## src/olfm_pkg.sv

```systemverilog
/*
  olfm_pkg: constants shared by the open-load status and clock modulation block.
  assumes: a serial front end decodes frames into register read/write strobes.
*/
package olfm_pkg;
  // register widths
  localparam int unsigned REG_W   = 8;
  localparam int unsigned MODSEL_W = 2;
  // reset values
  localparam logic [7:0] OL_RESET     = 8'h00;
  localparam logic [1:0] MODSEL_RESET = 2'h0;
  // modulation select encodings
  localparam logic [1:0] MOD_OFF  = 2'h0;
  localparam logic [1:0] MOD_F15  = 2'h1;
  localparam logic [1:0] MOD_F31  = 2'h2;
  localparam logic [1:0] MOD_F62  = 2'h3;
  // base clock and modulation figures
  localparam int unsigned BASE_CLK_HZ = 8000000;
  localparam int unsigned F15_HZ      = 15625;
  localparam int unsigned F31_HZ      = 31250;
  localparam int unsigned F62_HZ      = 62500;
  // half-periods of the triangle sweep, in base clock cycles
  localparam logic [8:0] HALF15 = 9'(BASE_CLK_HZ / F15_HZ / 2);
  localparam logic [8:0] HALF31 = 9'(BASE_CLK_HZ / F31_HZ / 2);
  localparam logic [8:0] HALF62 = 9'(BASE_CLK_HZ / F62_HZ / 2);
  localparam logic [8:0] CNT_ZERO = 9'h000;
  localparam logic [8:0] CNT_ONE  = 9'h001;
  // sweep direction states, gray except for the DOWN to IDLE step
  typedef enum logic [1:0] {
    SW_IDLE = 2'h0,
    SW_UP   = 2'h1,
    SW_DOWN = 2'h3
  } olfm_sweep_e;
endpackage : olfm_pkg

```

## src/olfm_regs.sv

```systemverilog
/*
  olfm_regs: open-load status register, global load-error bit and
  oscillator frequency-modulation sweep.
  assumes: ol_detect and oc_flags arrive synchronous to mclk; the serial
  front end pulses ol_read when the status register is read out.
*/
// Behaviour
// eight flags, bridge4 high at bit 7
// detected open load sets, stays latched
// flags reset to zero, no error
// internal oscillator frequency can be modulated
// select 00 off, 01/10/11 three frequencies
// load error is OR of OL, OC
// read returns flags, then clears them
`timescale 1ns/1ns

// one module carries the flags, the load-error summary, the modulation
// select and the triangle sweep that trims the base oscillator
module olfm_regs (
  // clock and reset
  input  wire logic       mclk,
  input  wire logic       rst,
  // detectors
  input  wire logic [7:0] ol_detect,
  input  wire logic [7:0] oc_flags,
  // register access from serial front end
  input  wire logic       ol_read,
  input  wire logic       mod_write,
  input  wire logic [1:0] mod_wdata,
  // register views
  output logic      [7:0] open_load_status,
  output logic      [1:0] modulation_select,
  output logic            global_load_error,
  // oscillator trim: sweep position and sweep running flag
  output logic      [8:0] fm_offset,
  output logic            fm_active
);

  // flag storage, bit order matches bridge/side layout
  logic [7:0]                 ol_reg;         // latched open-load flags
  logic [7:0]                 ol_next;        // next flag values
  logic                       load_err_reg;   // registered load-error summary
  logic                       load_err_next;  // next load-error summary
  // modulation select storage
  logic [1:0]                 mod_reg;        // selected modulation code
  logic [1:0]                 mod_next;       // next modulation code
  // sweep storage
  logic [8:0]                 cnt_reg;        // sweep position
  logic [8:0]                 cnt_next;       // next sweep position
  olfm_pkg::olfm_sweep_e      sweep_reg;      // sweep direction
  olfm_pkg::olfm_sweep_e      sweep_next;     // next sweep direction

  // turning point of the triangle for a select code
  // used by the sweep and by its peak check, so kept in one place
  function automatic logic [8:0] half_of(input logic [1:0] sel);
    begin
      case (sel)
        olfm_pkg::MOD_F15: half_of = olfm_pkg::HALF15;  // slowest sweep
        olfm_pkg::MOD_F31: half_of = olfm_pkg::HALF31;  // middle sweep
        olfm_pkg::MOD_F62: half_of = olfm_pkg::HALF62;  // fastest sweep
        default:           half_of = olfm_pkg::CNT_ZERO; // off: no swing
      endcase
    end
  endfunction : half_of

  // open-load flag next values
  // a new detection wins over a read in the same cycle, so a fault
  // that is still present is never lost by a clear
  always_comb
  begin
    ol_next = ol_reg;
    for (int i = 0; i < olfm_pkg::REG_W; i++)
    begin
      if (ol_detect[i])
      begin
        ol_next[i] = 1'b1;
      end
      else if (ol_read)
      begin
        ol_next[i] = 1'b0;
      end
      else
      begin
        ol_next[i] = ol_reg[i];
      end
    end
    // summary follows the flags as they will stand after this edge
    load_err_next = (|ol_next) | (|oc_flags);
  end

  // open-load flag registers
  always_ff @(posedge mclk or posedge rst)
  begin
    if (rst)
    begin
      ol_reg       <= olfm_pkg::OL_RESET;
      load_err_reg <= 1'b0;
    end
    else
    begin
      ol_reg       <= ol_next;
      load_err_reg <= load_err_next;
    end
  end

  // modulation select next value
  always_comb
  begin
    mod_next = mod_reg;
    if (mod_write)
    begin
      mod_next = mod_wdata;
    end
  end

  // modulation select register
  always_ff @(posedge mclk or posedge rst)
  begin
    if (rst)
    begin
      mod_reg <= olfm_pkg::MODSEL_RESET; // off after reset
    end
    else
    begin
      mod_reg <= mod_next;
    end
  end

  // triangle sweep next values
  // a full period is twice the turning point, in base clock cycles;
  // a rate change mid-sweep turns at once if already past the new peak
  always_comb
  begin
    sweep_next = sweep_reg;
    cnt_next   = cnt_reg;
    case (sweep_reg)
      olfm_pkg::SW_IDLE:
      begin
        cnt_next = olfm_pkg::CNT_ZERO;
        if (mod_reg != olfm_pkg::MOD_OFF)
        begin
          sweep_next = olfm_pkg::SW_UP;
        end
      end
      olfm_pkg::SW_UP:
      begin
        if (mod_reg == olfm_pkg::MOD_OFF)
        begin
          sweep_next = olfm_pkg::SW_IDLE;
          cnt_next   = olfm_pkg::CNT_ZERO;
        end
        else if (cnt_reg >= half_of(mod_reg))
        begin
          sweep_next = olfm_pkg::SW_DOWN;
          cnt_next   = cnt_reg - olfm_pkg::CNT_ONE;
        end
        else
        begin
          cnt_next = cnt_reg + olfm_pkg::CNT_ONE;
        end
      end
      olfm_pkg::SW_DOWN:
      begin
        if (mod_reg == olfm_pkg::MOD_OFF)
        begin
          sweep_next = olfm_pkg::SW_IDLE;
          cnt_next   = olfm_pkg::CNT_ZERO;
        end
        else if (cnt_reg == olfm_pkg::CNT_ZERO)
        begin
          sweep_next = olfm_pkg::SW_UP;
          cnt_next   = olfm_pkg::CNT_ONE;
        end
        else
        begin
          cnt_next = cnt_reg - olfm_pkg::CNT_ONE;
        end
      end
      default:
      begin
        // unused code: fall back to a quiet oscillator
        sweep_next = olfm_pkg::SW_IDLE;
        cnt_next   = olfm_pkg::CNT_ZERO;
      end
    endcase
  end

  // triangle sweep registers
  always_ff @(posedge mclk or posedge rst)
  begin
    if (rst)
    begin
      sweep_reg <= olfm_pkg::SW_IDLE;
      cnt_reg   <= olfm_pkg::CNT_ZERO;
    end
    else
    begin
      sweep_reg <= sweep_next;
      cnt_reg   <= cnt_next;
    end
  end

  // register views straight from flip-flops, fm_active decoded from sweep_reg
  assign open_load_status  = ol_reg;
  assign modulation_select = mod_reg;
  assign global_load_error = load_err_reg;
  assign fm_offset         = cnt_reg;
  assign fm_active         = (sweep_reg != olfm_pkg::SW_IDLE);
endmodule : olfm_regs

```

## config.mk

```make
export PLATFORM = sky130hd
export DESIGN_NAME = olfm_regs
export DESIGN_NICKNAME = d
export VERILOG_FILES = /design/src/olfm_pkg.sv /design/src/olfm_regs.sv
export SDC_FILE = /design/constraint.sdc
export NUM_CORES = 1
export LEC_CHECK = 0
export BUFFER_PORTS_ARGS = -buffer_cell sky130_fd_sc_hd__buf_2
export CORE_MARGIN = 5
export CORE_UTILIZATION = 40
export DETAILED_ROUTE_END_ITERATION = 16
export PLACE_DENSITY_LB_ADDON = 0.3
export SYNTH_ARGS = -nofsm -noshare
export SYNTH_HDL_FRONTEND = slang
export SYNTH_SLANG_ARGS = --single-unit
```

## constraint.sdc

```tcl
create_clock -name mclk -period 2.15 [get_ports mclk]
set_input_delay 0.43 -clock mclk [delete_from_list [all_inputs] [get_ports mclk]]
set_output_delay 0.43 -clock mclk [all_outputs]
set_load 0.01 [all_outputs]
```

==> key figures, run 1 <==
Run status
  • Outcome: complete, but fails checks
  • Failing checks: setup timing

Yosys
  • Ys Warns: 0
  • Net Count, Synth: 150
  • Post-synth EDFFs: 0
  • Synth Flop Type: dfrtp_1
  • Area contributors post-synth: dfrtp_1 44%, a21o_1 5.4%, ha_1 5.0%, xor2_1 2.8%, nor2_1 2.7%
  • Cell count after synthesis: 123
  • Post-synthesis cell area: 1260 µm²
  • Top cell type by total area after synthesis: dfrtp_1
  • Asr flop ratio synth: 100%
  • Yosys cell types: 41
  • Yosys top cell area share: 43.8%
  • Post-synthesis area per instance: 10.2 µm²
  • Seq cells post-synth: 22
  • Share of the yosys chip area belonging to registers: 43.8%

Timing
  • Endpoints failing hold: 0
  • RSZ-0062 raised after global routing: true
  • Max Slew Vio Count: 0
  • Final Critical Period: 2.17 ns
  • Max Fclk: 462 MHz
  • Final setup fails: 2
  • Slew HR: 64.1%
  • Fin crit share: 101%
  • Fin worst setup slack: -0.0164 ns
  • WHS: 0.123 ns
  • Worst Tran Pin Value: 0.537 ns
  • Setup Skew: 0.00904 ns

Layout
  • Commonest non-fill, non-tap cell in the layout: buf_2
  • Cell area after layout: 1830 µm²
  • Nets: 222
  • Ant. Diodes: 0
  • Share of cells above drive strength 1: 50.5%
  • Max FFs per register: 9
  • Most frequent cells in the layout: 42 x buf_2, 27 x buf_4, 20 x dfrtp_1
  • Layout area overhead: 45.5%
  • Post-Layout Cell Count: 238

Setup path
  • Worst flop-to-flop path endpoint: fm_offset[2]
  • Slowest cell on the critical path: or4b_4
  • CP Launch Type: flop
  • Largest stage delay, worst path: 0.51 ns
  • Crit path kind: flop to flop
  • FF-to-FF Start: fm_offset[1]
  • Crit path arrival time: 2.37 ns
  • Crit Path Max Fanout: 5
  • R2R setup slack: -0.02 ns
  • CP Data Required Time: 2.36 ns
  • CP cell instances: inv_2, ha_4, or4b_4, or3_4, o211ai_4, inv_4, a221oi_2, a21oi_1
  • Worst Reg-to-Reg Cells: 8
  • CP Capture Type: flop

Routing
  • Avg Vias per Cell: 5.21
  • Wirelength per Cell: 14.1 µm
  • Vias: 1240
  • Drt drc: 0
  • Drt first-iter violations: 49
  • Detailed Routing Iterations Pass 1: 4
  • Final ANT Viol Nets: 0
  • Final WL: 3360 µm

Die
  • Row count: 20
  • Die Y: 66.1 µm
  • Initial Utilization: 41.5%
  • Die footprint: 4370 µm²
  • Die Wd: 66.1 µm
  • Ports placed on the boundary: 43
  • Core box area: 3030 µm²

Placement
  • # placed instances: 229
  • RePlAce Congestion: 0.877
  • Port bufs: 42
  • Half-perimeter wire length after detailed placement: 2630 µm
  • Cell area after placement: 1700 µm²

Global routing
  • Grt met2 use: 30.3%
  • Grt met3 use: 2.38%
  • Tot GR Track Use: 17.2%
  • Pin count of the biggest net entering global routing: 15
  • GRT met1 Usage: 21.2%
  • GRT Max-Usage Layer: met2
  • Initial antenna violation count: 0
  • Number of global-route vias before repair: 1271
  • Grt ovf: 0
  • First-pass GRT wire length: 5820 µm

Clock network
  • TritonCTS buffer count: 3
  • CTS H-tree depth: 1
  • CTS clk-pin slew, worst paths: 0.14 ns
  • CTS Sinks: 22
  • Worst-Skew Late Latency: 0.32 ns
  • Clock root buffer master: clkbuf_4
  • CTS tree: built
  • Hold_buf cts: 0
  • Clk buf depth: 2

Hold path
  • Worst min path class: input pin to asynchronous set/reset pin

Pwr
  • Maximum VDD drop: 0.751 mV
  • PwrDens: 1320 nW/µm²
  • Static Leakage: 0.000893 µW

Job
  • Max-cap violations: 0
-- area by class of cell --
type | instances | area (µm²)
Clock buffer | 3 | 22.5
Clock inverter | 1 | 30.0
Fill cell | 256 | 1200
Inverter | 7 | 28.8
Multi-Input combinational cell | 91 | 716
Sequential cell | 22 | 553
Tap cell | 44 | 55.1
Timing Repair Buffer | 70 | 424
-- synth_stat cells, types with 2 or more instances --
cell type / number
a21oi_1: 3
o21ai_0: 5
nor4_1: 3
or4b_2: 2
a221oi_1: 2
or4_1: 3
dfrtp_1: 22
nand3_1: 5
a31oi_1: 2
nor2_1: 9
nand2b_1: 4
a21o_1: 9
o22ai_1: 2
ha_1: 5
xor2_1: 4
nand2_1: 7
and3_1: 3
inv_1: 6
a211oi_1: 2
a41oi_1: 2
o32a_1: 2
mux2_2: 2
-- what timing repair did --
action                     4_1_cts  5_1_grt
setup endpoints to repair        2        8
pin swaps                        4        5
resized for setup                1        8
setup buffers                    4        1
-- layer usage --
metal | wire length [µm] | part of all wire, %
met2 | 1700 | 51
met3 | 159 | 4.7
met4 | 40 | 1.2
met1 | 1460 | 43
met5 | 0 | 0
-- stage by stage --
stage	total power, µW	setup WS [ns]	util (%)	setup TNS [ns]
after floorplan	1410	0.0338	-	0
after global placement	1900	-0.0463	56.2	-0.0463
after detailed placement	1930	-0.0903	56.2	-0.113
after CTS	2330	-0.0401	59.2	-0.0680
after global routing	2600	-0.0762	60.4	-0.161
final	2410	-0.0164	60.4	-0.0315
-- worst max-delay path, delay by kind of cell, from the launching register on --
family	cells	cell delay [ns]
AOI/OAI and AO/OA	3	0.44
adders and majority gates	1	0.13
buffers and inverters	2	0.14
DFF	1	0.44
and+or+nand+nor	2	0.89
-- power breakdown --
group	internal, µW	leakage, µW	switching [µW]
clock network	188	0.0000279	138
registers	514	0.000257	67.3
logic	736	0.000608	767
-- worst max path at each step --
stage                        end          from  slack, ns
2_1_floorplan       fm_offset[2]  fm_offset[1]       0.03
5_1_grt             fm_offset[5]  fm_offset[1]      -0.08
3_5_place_dp   global_load_error   oc_flags[2]      -0.09
4_1_cts             fm_offset[2]  fm_offset[1]      -0.04
6_report            fm_offset[2]  fm_offset[1]      -0.02
3_3_place_gp   global_load_error   oc_flags[1]      -0.05
-- cell families after synthesis --
group                    Yosys count  synth area share [%]
adder cells (fa/ha/maj)            5                  4.98
flip-flops                        22                  43.8
multiplexers                       2                  1.79
buffers and inverters             10                  3.88
XOR/XNOR                           5                  3.48
AO/OA/AOI/OAI                     35                  21.2
AND/OR/NAND/NOR                   44                  20.9
Power figures use the tool's default switching activity.
==> inputs of run 2 (changes only) <==
--- a/config.mk
+++ b/config.mk
@@ -9,7 +9,7 @@
 export CORE_MARGIN = 5
 export CORE_UTILIZATION = 40
 export DETAILED_ROUTE_END_ITERATION = 16
-export PLACE_DENSITY_LB_ADDON = 0.3
+export PLACE_DENSITY = 0.69
 export SYNTH_ARGS = -nofsm -noshare
 export SYNTH_HDL_FRONTEND = slang
 export SYNTH_SLANG_ARGS = --single-unit
==> run 2 against run 1 <==
Net effect:
- the run now ends clean
- global-route usage rose by 0.10 points
- sequential cell count unchanged
- count of clock-buffer cells in the layout unchanged
- clock skew is 0.0012 ns lower
==> key figures, run 2 (same netlist as run 1, synthesis figures left out) <==
Routing
  • Final ANT Viol Nets: 0
  • Drt drc: 0
  • Final WL: 3420 µm
  • Detailed Routing Iterations Pass 1: 4
  • Wirelength per Cell: 14.5 µm
  • Drt first-iter violations: 55
  • Vias: 1258
  • Avg Vias per Cell: 5.33

Timing
  • WHS: 0.101 ns
  • Setup_tns: 0 ns
  • Setup Skew: 0.00789 ns
  • RSZ-0062 raised after global routing: true
  • Max Slew Vio Count: 0
  • Final setup fails: 0
  • Max Fclk: 476 MHz
  • Endpoints failing hold: 0
  • Fin crit share: 97.7%
  • Final Critical Period: 2.10 ns
  • Worst Tran Pin Value: 0.509 ns
  • Slew HR: 66.0%

Setup path
  • Worst flop-to-flop path endpoint: fm_offset[5]
  • CP Launch Type: flop
  • Buffers plus inverters on the worst setup path: 2
  • CP Capture Type: flop
  • FF-to-FF Start: fm_offset[1]
  • Slowest cell on the critical path: or4b_4
  • Worst Reg-to-Reg Cells: 8
  • CP top delay family: simple AND/OR/NAND/NOR gates
  • Crit path kind: flop to flop
  • R2R setup slack: 0.05 ns
  • Crit path arrival time: 2.33 ns
  • Largest stage delay, worst path: 0.50 ns
  • CP Data Required Time: 2.37 ns
  • Crit Path Max Fanout: 5
  • CP cell instances: inv_2, ha_4, or4b_4, or3_4, o211ai_4, inv_4, a221oi_2, a31oi_1

Global routing
  • Pin count of the biggest net entering global routing: 14
  • Initial antenna violation count: 0
  • Number of global-route vias before repair: 1292
  • Grt ovf: 0
  • Tot GR Track Use: 17.3%
  • First-pass GRT wire length: 5800 µm

Die
  • Die Wd: 66.1 µm
  • Die footprint: 4370 µm²
  • Initial Utilization: 41.5%
  • Row count: 20
  • Ports placed on the boundary: 43
  • Die Y: 66.1 µm
  • Core box area: 3030 µm²

Layout
  • Util after Layout: 60.0%
  • Fill cells: 269
  • Nets: 220
  • Max FFs per register: 9
  • Layout area overhead: 44.4%
  • Most frequent cells in the layout: 42 x buf_2, 25 x buf_4, 20 x dfrtp_1
  • Share of cells above drive strength 1: 49.5%
  • Commonest non-fill, non-tap cell in the layout: buf_2
  • Post-Layout Cell Count: 236
  • Ant. Diodes: 0

Hold path
  • Worst min path class: input pin to asynchronous set/reset pin

Pwr
  • PwrDens: 1310 nW/µm²
  • Maximum VDD drop: 0.680 mV
  • Static Leakage: 0.000883 µW
  • PnR Total Power: 2370 µW
  • Pint: 1410 µW
  • Switching fraction of total power: 40.7%
  • Part of the power in registers: 24.1%
  • Comb pwr share: 61.9%
  • Sw Pwr: 964 µW
  • Clock power share: 14.0%

Clock network
  • Clk buf depth: 2
  • CTS tree: built
  • Worst-Skew Late Latency: 0.33 ns
  • TritonCTS buffer count: 3
  • CTS Sinks: 22
  • Clock root buffer master: clkbuf_4
  • CTS H-tree depth: 1
  • Hold_buf cts: 0
  • CTS clk-pin slew, worst paths: 0.14 ns

Placement
  • # placed instances: 230
  • Half-perimeter wire length after detailed placement: 2740 µm
  • RePlAce Congestion: 0.964
  • Port bufs: 42

Run status
  • Outcome: completed

Job
  • Max-cap violations: 0
==> run 2: final cells by class <==
| cell class | instances | area [µm²] | share of cell area, % |
|---|---|---|---|
| Multi-Input combinational cell | 91 | 717 | 39.5 |
| Timing Repair Buffer | 68 | 409 | 22.5 |
| Sequential cell | 22 | 553 | 30.5 |
| Clock buffer | 3 | 22.5 | 1.24 |
| Tap cell | 44 | 55.1 | 3.03 |
| Inverter | 7 | 28.8 | 1.59 |
| Clock inverter | 1 | 30.0 | 1.65 |
==> run 2: worst max path at each step <==
stage | startpoint | endpoint | cells past startpoint
2_1_floorplan | fm_offset[1] | fm_offset[2] | 8
3_3_place_gp | oc_flags[2] | global_load_error | 5
3_5_place_dp | oc_flags[1] | global_load_error | 5
4_1_cts | modulation_select[1] | fm_offset[2] | 8
5_1_grt | fm_offset[0] | fm_offset[2] | 8
6_report | fm_offset[1] | fm_offset[5] | 8
==> run 2: routing by layer <==
layer / vias to the layer above / global-route usage (%) / wire length [µm]
li1: 600 / - / -
met1: 608 / 20.8 / 1400
met2: 42 / 30.0 / 1760
met3: 8 / 1.36 / 162
met4: 0 / 10.2 / 98
met5: - / 0 / 0
==> run 2: timing repair <==
action                                  in CTS  in global routing
hold endpoints to repair                     0                  0
pin swaps                                    1                  6
endpoints found under the setup margin       1                  7
resized for setup                            0                  7
setup buffers                                1                  1
==> run 2: power groups by stage <==
stage	Combinational (µW)	Sequential, µW	Clock, µW
after floorplan	743	665	0
after global placement	1330	579	0
after detailed placement	1350	582	0
after CTS	1380	573	337
after global routing	1620	590	347
final	1470	573	332
==> run 2: through the flow <==
stage | cell area, µm² | setup WS [ns]
2_1_floorplan | 1280 | 0.0338
3_3_place_gp | 1710 | -0.0598
3_5_place_dp | 1710 | -0.0976
4_1_cts | 1770 | 0.00716
5_1_grt | 1820 | -0.0590
6_report | 1820 | 0.0485
==> inputs of run 3 (changes only) <==
--- a/config.mk
+++ b/config.mk
@@ -10,6 +10,7 @@
 export CORE_UTILIZATION = 40
 export DETAILED_ROUTE_END_ITERATION = 16
 export PLACE_DENSITY = 0.69
+export RECOVER_POWER = 50
 export SYNTH_ARGS = -nofsm -noshare
 export SYNTH_HDL_FRONTEND = slang
 export SYNTH_SLANG_ARGS = --single-unit
==> run 3 against run 2 <==
Net effect:
- non-clock buffer count unchanged
- maximum frequency about the same
- critical path depth unchanged
- worst setup slack better by 0.00061 ns
- global-route usage unchanged
- sequential power about the same
- sequential share of layout area up 0.13 points
==> key figures, run 3 (same netlist as run 1, synthesis figures left out) <==
Run status
  • Outcome: completed

Clock network
  • Worst-Skew Late Latency: 0.33 ns
  • CTS Sinks: 22
  • TritonCTS buffer count: 3
  • CTS tree: built
  • Clk buf depth: 2
  • CTS clk-pin slew, worst paths: 0.13 ns
  • Hold_buf cts: 0
  • Clock root buffer master: clkbuf_4
  • CTS H-tree depth: 1

Layout
  • Layout area overhead: 43.8%
  • Post-Layout Cell Count: 236
  • Nets: 220
  • Area occupied by multi-input gates: 717 µm²
  • Max FFs per register: 9
  • Fill cells: 270
  • Share of cells above drive strength 1: 48.4%
  • Ant. Diodes: 0
  • FF/Latch Area: 553 µm²
  • Util after Layout: 59.7%
  • Most frequent cells in the layout: 42 x buf_2, 23 x buf_4, 20 x dfrtp_1
  • Commonest non-fill, non-tap cell in the layout: buf_2

Setup path
  • Largest stage delay, worst path: 0.50 ns
  • CP Data Required Time: 2.37 ns
  • Buffers plus inverters on the worst setup path: 2
  • FF-to-FF Start: fm_offset[1]
  • Crit Path Max Fanout: 5
  • Worst Reg-to-Reg Cells: 8
  • R2R setup slack: 0.05 ns
  • CP cell instances: inv_2, ha_4, or4b_4, or3_4, o211ai_4, inv_4, a221oi_2, a31oi_1
  • Slowest cell on the critical path: or4b_4
  • Crit path arrival time: 2.32 ns
  • Crit path kind: flop to flop
  • CP top delay family: simple AND/OR/NAND/NOR gates
  • CP Capture Type: flop
  • Worst flop-to-flop path endpoint: fm_offset[5]
  • CP Launch Type: flop

Timing
  • Endpoints failing hold: 0
  • Max Slew Vio Count: 0
  • Fin worst setup slack: 0.0491 ns
  • Setup Skew: 0.00382 ns
  • Final Critical Period: 2.10 ns
  • Worst Tran Pin Value: 0.525 ns
  • RSZ-0062 raised after global routing: true
  • Final setup fails: 0
  • Max Fclk: 476 MHz
  • Fin crit share: 97.7%
  • Slew HR: 65.0%

Job
  • Max-cap violations: 0

Pwr
  • Static Leakage: 0.000876 µW
  • Pint: 1410 µW
  • Maximum VDD drop: 0.679 mV
  • Switching fraction of total power: 40.7%
  • Sw Pwr: 965 µW
  • Part of the power in registers: 24.2%
  • PwrDens: 1310 nW/µm²
  • Comb pwr share: 61.9%
  • PnR Total Power: 2370 µW
  • Clock power share: 14.0%

Routing
  • Drt first-iter violations: 55
  • Vias: 1264
  • Detailed Routing Iterations Pass 1: 4
  • Wirelength per Cell: 14.6 µm
  • Final ANT Viol Nets: 0
  • Drt drc: 0
  • Avg Vias per Cell: 5.36
  • Final WL: 3450 µm

Global routing
  • Grt met2 use: 30.0%
  • First-pass GRT wire length: 5800 µm
  • Tot GR Track Use: 17.3%
  • Number of global-route vias before repair: 1292
  • Initial antenna violation count: 0
  • Grt ovf: 0
  • GRT Max-Usage Layer: met2
  • Pin count of the biggest net entering global routing: 14
  • GRT met1 Usage: 20.8%
  • Grt met3 use: 1.36%

Placement
  • # placed instances: 230
  • RePlAce Congestion: 0.964
  • Half-perimeter wire length after detailed placement: 2740 µm
  • Port bufs: 42
  • Worst slack, placed: -0.0976 ns

Die
  • Ports placed on the boundary: 43
  • Initial Utilization: 41.5%
  • Core box area: 3030 µm²
  • Die Wd: 66.1 µm
  • Die Y: 66.1 µm
  • Die footprint: 4370 µm²
  • Row count: 20

Hold path
  • Worst min path class: input pin to asynchronous set/reset pin
==> run 3: cell types whose count changed in the layout (fill, tap and decap cells not counted), sizes merged <==
cell | previous run | this run
clkbuf | 3 | 5
buf | 68 | 66
==> run 3: what timing repair did <==
| action | CTS | global route |
|---|---|---|
| pin swaps | 1 | 6 |
| resized for setup | 0 | 7 |
| endpoints found under the setup margin | 1 | 7 |
| buffers inserted | 1 | 1 |
==> run 3: per-stage QoR <==
stage	instance area [µm²]	hold WS, ns	TNS, ns
2_1_floorplan	1280	0.419	0
3_3_place_gp	1710	0.480	-0.0598
3_5_place_dp	1710	0.485	-0.0976
4_1_cts	1770	0.118	0
5_1_grt	1810	0.146	-0.123
6_report	1810	0.105	0
==> run 3: how the worst max path moves through the flow <==
stage                    startpoint                 to  cells after the start
2_1_floorplan          fm_offset[1]       fm_offset[2]                      8
4_1_cts        modulation_select[1]       fm_offset[2]                      8
3_3_place_gp            oc_flags[2]  global_load_error                      5
6_report               fm_offset[1]       fm_offset[5]                      8
5_1_grt                fm_offset[0]       fm_offset[2]                      8
3_5_place_dp            oc_flags[1]  global_load_error                      5
==> run 3: layout make-up <==
type | count | area share (%)
Clock buffer | 3 | 1.25
Clock inverter | 1 | 1.66
Tap cell | 44 | 3.04
Timing Repair Buffer | 68 | 22.2
Multi-Input combinational cell | 91 | 39.7
Sequential cell | 22 | 30.6
Inverter | 7 | 1.59
==> run 3: routing by layer <==
metal  routed length, µm  vias up
li1                    -      599
met1                1420      615
met2                1780       42
met3                 161        8
met4                  96        0
met5                   0        -
==> run 3: power by group through the flow <==
stage          logic, µW  registers (µW)  clock network, µW
6_report            1470             573                331
5_1_grt             1610             590                347
4_1_cts             1380             573                337
3_5_place_dp        1350             582                  0
3_3_place_gp        1330             579                  0
2_1_floorplan        743             665                  0
==> run 3: worst register-to-register path: stages (launching register included) <==
cell and delay, ns:
dfrtp_2 0.43, inv_2 0.07, ha_4 0.12, or4b_4 0.50, or3_4 0.37, o211ai_4 0.13, inv_4 0.07, a221oi_2 0.24
a31oi_1 0.07
